===== src/logic/rcs_pkg.sv =====
// package for the reference clock select block: register map, fields, types
// assumes one 25 MHz clock domain; serial port pins are asynchronous
package rcs_pkg;

  localparam int          MCLK_HZ        = 25_000_000;
  localparam int          ADDR_W         = 7;
  localparam int          DATA_W         = 8;
  localparam int          FRAME_BITS     = 16;
  localparam int          CNT_W          = 5;

  localparam logic [6:0]  ADDR_TIMING    = 7'h06;
  localparam logic [6:0]  ADDR_CONFIG    = 7'h07;

  // timing control fields
  localparam int          TC_LOCK_EN     = 7;
  localparam int          TC_BW_SEL      = 6;
  localparam int          TC_OSC_SEL     = 2;
  localparam int          TC_LOOP_ATT    = 1;
  localparam int          TC_LOOP_DIR    = 0;
  localparam logic [7:0]  TC_RW_MASK     = 8'h0C7;
  localparam logic [7:0]  TC_RESET       = 8'h00;

  // configuration control fields
  localparam int          CC_MAP_HI      = 7;
  localparam int          CC_MAP_LO      = 6;
  localparam int          CC_LOW_FREQ    = 5;
  localparam logic [7:0]  CC_RW_MASK     = 8'h0E0;
  localparam logic [7:0]  CC_RESET       = 8'h20;

  typedef enum logic [1:0] {
    RCS_SRC_REF1  = 2'b00,
    RCS_SRC_REF2  = 2'b01,
    RCS_SRC_OSC   = 2'b10,
    RCS_SRC_RECOV = 2'b11
  } rcs_src_t;

  typedef enum logic [1:0] {
    RCS_ST_IDLE  = 2'b00,
    RCS_ST_SHIFT = 2'b01,
    RCS_ST_DONE  = 2'b10
  } rcs_state_t;

  typedef struct packed {
    rcs_src_t   cmu_src;
    logic       cdr_use_second;
    logic       narrow_bandwidth;
    logic       osc_lock_detect_enable;
    logic       dejitter_from_recovered;
    logic       recovered_div_32;
    logic       low_frequency_select;
  } rcs_clk_sel_t;

endpackage


===== src/logic/rcs_reference_clock_select.sv =====
// reference clock selection with its serial host register port
// assumes sclk, cs_n, sdi arrive from pins asynchronous to mclk and sclk is
// well below mclk/4; sdo_oe drives the shared data out pin
//
// Overview of operation
// - oscillator lock detector active only when enabled
// - bandwidth bit 0 wide 4x, 1 narrow
// - oscillator select feeds multiplier from oscillator unless direct loop timing is set
// - attenuated loop timing routes recovered clock
// - direct loop timing uses divided recovered clock
// - timing bits 5 to 3 unused
// - two bit map picks transmit, receive inputs
// - map field at bits 7,6, reset zero
// - low frequency select scales references, divide
module rcs_reference_clock_select
  import rcs_pkg::*;
(
  input  wire logic         mclk,
  input  wire logic         rst_n,
  input  wire logic         sclk,
  input  wire logic         cs_n,
  input  wire logic         sdi,
  output logic              sdo,
  output logic              sdo_oe,
  output rcs_clk_sel_t      clk_sel
);

  logic [2:0]       sclk_sync_r;
  logic [1:0]       cs_sync_r;
  logic [1:0]       sdi_sync_r;
  logic             sclk_rise;
  logic             sclk_fall;

  rcs_state_t       state_r;
  logic [CNT_W-1:0] bit_cnt_r;
  logic [15:0]      shift_r;
  logic [7:0]       rd_data;
  logic [7:0]       rd_shift_r;
  logic [7:0]       timing_r;
  logic [7:0]       config_r;
  logic             wr_strobe;
  rcs_clk_sel_t     clk_sel_nxt;

  // pin synchronisers; edge detect reads second stage onward only
  always_ff @(posedge mclk or negedge rst_n) begin
    if (!rst_n) begin
      sclk_sync_r <= 3'h0;
      cs_sync_r   <= 2'h3;
      sdi_sync_r  <= 2'h0;
    end else begin
      sclk_sync_r <= {sclk_sync_r[1:0], sclk};
      cs_sync_r   <= {cs_sync_r[0], cs_n};
      sdi_sync_r  <= {sdi_sync_r[0], sdi};
    end
  end

  assign sclk_rise = sclk_sync_r[1] & ~sclk_sync_r[2];
  assign sclk_fall = ~sclk_sync_r[1] & sclk_sync_r[2];

  // frame: r/w bit, 7 address bits, 8 data bits, msb first
  always_ff @(posedge mclk or negedge rst_n) begin
    if (!rst_n) begin
      state_r   <= RCS_ST_IDLE;
      bit_cnt_r <= '0;
      shift_r   <= 16'h0000;
    end else begin
      case (state_r)
        RCS_ST_IDLE: begin
          bit_cnt_r <= '0;
          if (!cs_sync_r[1]) begin
            state_r <= RCS_ST_SHIFT;
          end
        end
        RCS_ST_SHIFT: begin
          if (cs_sync_r[1]) begin
            state_r <= RCS_ST_IDLE;
          end else if (sclk_rise) begin
            shift_r   <= {shift_r[14:0], sdi_sync_r[1]};
            bit_cnt_r <= bit_cnt_r + 1'b1;
            if (bit_cnt_r == CNT_W'(FRAME_BITS - 1)) begin
              state_r <= RCS_ST_DONE;
            end
          end
        end
        RCS_ST_DONE: begin
          if (cs_sync_r[1]) begin
            state_r <= RCS_ST_IDLE;
          end
        end
        default: state_r <= RCS_ST_IDLE;
      endcase
    end
  end

  // write lands on the sixteenth rising sclk of a write frame
  assign wr_strobe = (state_r == RCS_ST_SHIFT) && !cs_sync_r[1] && sclk_rise
                     && (bit_cnt_r == CNT_W'(FRAME_BITS - 1)) && !shift_r[14];

  always_ff @(posedge mclk or negedge rst_n) begin
    if (!rst_n) begin
      timing_r <= TC_RESET;
      config_r <= CC_RESET;
    end else if (wr_strobe) begin
      if (shift_r[13:7] == ADDR_TIMING) begin
        timing_r <= {shift_r[6:0], sdi_sync_r[1]} & TC_RW_MASK;
      end
      if (shift_r[13:7] == ADDR_CONFIG) begin
        config_r <= {shift_r[6:0], sdi_sync_r[1]} & CC_RW_MASK;
      end
    end
  end

  // readback; unmapped addresses read zero
  always_comb begin
    case (shift_r[6:0])
      ADDR_TIMING: rd_data = timing_r;
      ADDR_CONFIG: rd_data = config_r;
      default:     rd_data = 8'h00;
    endcase
  end

  // read data driven on falling sclk after the address byte
  // the word is latched at the first fall: the address in shift_r moves on
  // as further bits arrive, so a live lookup would read the wrong register
  always_ff @(posedge mclk or negedge rst_n) begin
    if (!rst_n) begin
      sdo        <= 1'b0;
      sdo_oe     <= 1'b0;
      rd_shift_r <= 8'h00;
    end else if (cs_sync_r[1] || state_r == RCS_ST_IDLE) begin
      sdo        <= 1'b0;
      sdo_oe     <= 1'b0;
    end else if (sclk_fall && state_r == RCS_ST_SHIFT &&
                 shift_r[7] == 1'b1 && bit_cnt_r == CNT_W'(8)) begin
      sdo        <= rd_data[7];
      sdo_oe     <= 1'b1;
      rd_shift_r <= {rd_data[6:0], 1'b0};
    end else if (sclk_fall && state_r == RCS_ST_SHIFT && sdo_oe) begin
      sdo        <= rd_shift_r[7];
      rd_shift_r <= {rd_shift_r[6:0], 1'b0};
    end else if (state_r == RCS_ST_DONE && sclk_fall) begin
      // pin released: data line returns to its idle level as well
      sdo        <= 1'b0;
      sdo_oe     <= 1'b0;
    end
  end

  // source selection
  always_comb begin
    clk_sel_nxt = '0;
    clk_sel_nxt.osc_lock_detect_enable  = timing_r[TC_LOCK_EN];
    clk_sel_nxt.narrow_bandwidth        = timing_r[TC_BW_SEL];
    clk_sel_nxt.dejitter_from_recovered = timing_r[TC_LOOP_ATT];
    clk_sel_nxt.low_frequency_select    = config_r[CC_LOW_FREQ];
    // low references are half rate, so the divide by 32 is dropped
    clk_sel_nxt.recovered_div_32        = ~config_r[CC_LOW_FREQ];
    clk_sel_nxt.cdr_use_second          = config_r[CC_MAP_LO];
    if (timing_r[TC_LOOP_ATT]) begin
      clk_sel_nxt.cmu_src = RCS_SRC_OSC;
    end else if (timing_r[TC_LOOP_DIR]) begin
      clk_sel_nxt.cmu_src = RCS_SRC_RECOV;
    end else if (timing_r[TC_OSC_SEL]) begin
      clk_sel_nxt.cmu_src = RCS_SRC_OSC;
    end else if (config_r[CC_MAP_HI]) begin
      clk_sel_nxt.cmu_src = RCS_SRC_REF2;
    end else begin
      clk_sel_nxt.cmu_src = RCS_SRC_REF1;
    end
  end

  always_ff @(posedge mclk or negedge rst_n) begin
    if (!rst_n) begin
      clk_sel <= '{cmu_src: RCS_SRC_REF1, low_frequency_select: 1'b1,
                   recovered_div_32: 1'b0, default: 1'b0};
    end else begin
      clk_sel <= clk_sel_nxt;
    end
  end

endmodule


===== config.mk =====
export PLATFORM = sky130hd
export DESIGN_NAME = rcs_reference_clock_select
export DESIGN_NICKNAME = d
export VERILOG_FILES = /design/src/logic/rcs_pkg.sv /design/src/logic/rcs_reference_clock_select.sv
export SDC_FILE = /design/constraint.sdc
export NUM_CORES = 1
export LEC_CHECK = 0
export BUFFER_PORTS_ARGS = -buffer_cell sky130_fd_sc_hd__buf_2
export CORE_UTILIZATION = 45
export CTS_CLUSTER_SIZE = 25
export DETAILED_ROUTE_END_ITERATION = 8
export GPL_TIMING_DRIVEN = 1
export SYNTH_ARGS = -nofsm -noshare
export SYNTH_HDL_FRONTEND = slang
export SYNTH_SLANG_ARGS = --single-unit

===== constraint.sdc =====
create_clock -name mclk -period 2.6 [get_ports mclk]
set_input_delay 0.52 -clock mclk [delete_from_list [all_inputs] [get_ports mclk]]
set_output_delay 0.52 -clock mclk [all_outputs]
set_load 0.05 [all_outputs]

==> reports/metrics.cfg <==
[sta]
slew_headroom_pct=50.6
timing.setup.tns_ps=0
finalCritPeriodShare_pct=79.1
slew_viol_final=0
max_freq_ghz=0.486
grt_setup_unrepaired=false
setup_viol=0
setup_ws_ps=543
report.final.hold_viol_count=0
period_needed_ps=2060
fin_worst_skew_ps=12.5
worst_pin_slew_ps=741

[synth]
yosys_warnings=0
avgSynthCellArea_um2=13.3
synth.distinct_cells=41
ys.flop_type=dfrtp_1
synth_compound_area_share_pct=8.13
syn_nets=176
synthXorXnorAreaFrac_pct=0.392
synthMuxAreaShare_pct=14.3
netlist_instances=168
ys_ff_latch=54
synth_top_family_by_area=multiplexers
synth-edff-count=0
async_flop_share_pct=100
synth_fa_ha_area_share_pct=1.68
yosysSeqAreaShare_pct=60.8
synth-simple-area-share_pct=11.2
netlist_area_um2=2230

[setup_path]
rr_worst_depth=4
worstReg2RegEnd=timing_r[0]
crit_type=reg2reg
end_kind=flop
critical_path.startpoint_type=flop
worstPathRequired_ps=2800
r2r-start=shift_r[11]
reg2reg_setup_slack_ps=540
crit_path_max_fanout=5
arrival_ps=2250

[pwr]
ir_drop_mv=0.371
power.density_nw_per_um2=633
fin_total_pwr_mw=1.58
p_leak_nw=1.18

[drt]
routed_via_density=5.07
vias=1283
met3_length_um=120
wl_met2_um=1760
met1_length_um=1750
drtIter0Drc=53
drc=0
wl_per_cell_um=14.5
postRouteAntennaNets=0
wl_um=3670
drt_first_pass_iters=4
top_layer_used=met4

[clocking]
clkSlewWorstSetupHoldPaths_ps=90
cts.sinks=54
post_cts_buffers=0
cts_max_path_buffers=2
cts_tree=built
holdBufCountCts=0
clock_latency_ps=300
cts_root_buf=clkbuf_8
ctsResizeCount=0
numCtsBuffers=5
htree_levels=2

[global_route]
grt-ovfl-total=0
antenna_found_initial=0
grt_pass1_wl_um=6350
grt_max_degree=36
grt_util_all_layers_pct=16.0
grt_pass1_vias=1363

[die]
num_io_pins=15
fp.dieH_um=72.4
core-area_um2=4750
dieArea_um2=5250
start_util_pct=46.9
rows=25
die_w_um=72.4

[cells_and_area]
fin_nets=193
fillers=433
drive_gt1_share_pct=31.2
final_cell_mix=50 x dfrtp_1, 19 x mux2_2, 14 x buf_2
antenna_cells=0
layout_commonest_cell=dfrtp_1
area_delta_synth_final_pct=11.8
design_area_um2=2500

[outcome]
status=complete, no violations

[run]
drv_cap=0

[place]
pre_cts_ws_ps=557
finalWeightedCongestion=0.742
hpwl_um=2720
place_area_um2=2370
io_buffers=14

[min_path]
hp-class=in2async

==> registers in the layout, indices dropped and copies added (netlist names) <==
name	flops
cs_sync_r	2
state_r	2
bit_cnt_r	5
rd_shift_r	7
clk_sel	8
sclk_sync_r	3
sdi_sync_r	2
shift_r	15
timing_r	5
config_r	3
sdo	1
sdo_oe	1
==> cells in the mapped netlist, types with 4 or more instances <==
master   count  share of area, %
dfstp_2      4               4.7
a21oi_1      7               1.6
nor2_1       7               1.2
mux2_4       5               3.4
dfrtp_1     50                56
inv_1       10               1.7
a22o_1       4               1.6
mux2_2      19               9.6
and3_1       4               1.1
nand2_1      4              0.67
==> kinds of logic after synthesis <==
family	count (synthesis)
AOI/OAI and AO/OA	25
xor gates and xnor gates	1
adders and majority gates	3
buffers and inverters	18
DFF	54
muxes	27
and+or+nand+nor	40
==> worst max path at each step <==
stage,startpoint,end,slack [ps],depth (start not counted)
2_1_floorplan,shift_r[12],timing_r[0],720,5
3_3_place_gp,shift_r[12],timing_r[6],580,4
3_5_place_dp,shift_r[12],timing_r[0],560,4
4_1_cts,shift_r[11],timing_r[0],530,4
5_1_grt,shift_r[11],timing_r[1],400,4
6_report,shift_r[11],timing_r[0],540,4
==> metrics by stage <==
stage                     std cells  util [%]  hold slack [ps]
after floorplan                 168         -              224
after global placement          245      49.9              335
after detailed placement        245      49.9              335
after CTS                       253      52.5              292
after global routing            253      52.5              291
final                           253      52.5              268
==> where the power goes <==
group          internal [mW]  switching [mW]
sequential             0.878          0.0403
combinational         0.0458          0.0384
clock                  0.317           0.262
==> critical path, stage by stage (launching register included) <==
cell     delay (ps)
dfrtp_1         410
or4b_1          520
nor4b_2         260
and4b_1         430
mux2_4          330
==> layout make-up <==
type	instances	area, um^2	share of cell area [%]
timing repair buffer	18	100	4.01
clock inverter	2	38.8	1.55
inverter	10	37.5	1.50
clock buffer	6	82.6	3.31
sequential	54	1360	54.3
multi-input combinational	96	797	31.9
tap	67	83.8	3.36
==> per-layer routing <==
metal / track usage, % / up-vias
met2: 26.3 / 15
met3: 4.31 / 5
met5: 0 / -
met4: 5.88 / 0
li1: - / 634
met1: 20.3 / 629
(Power assumes the default switching activity.)
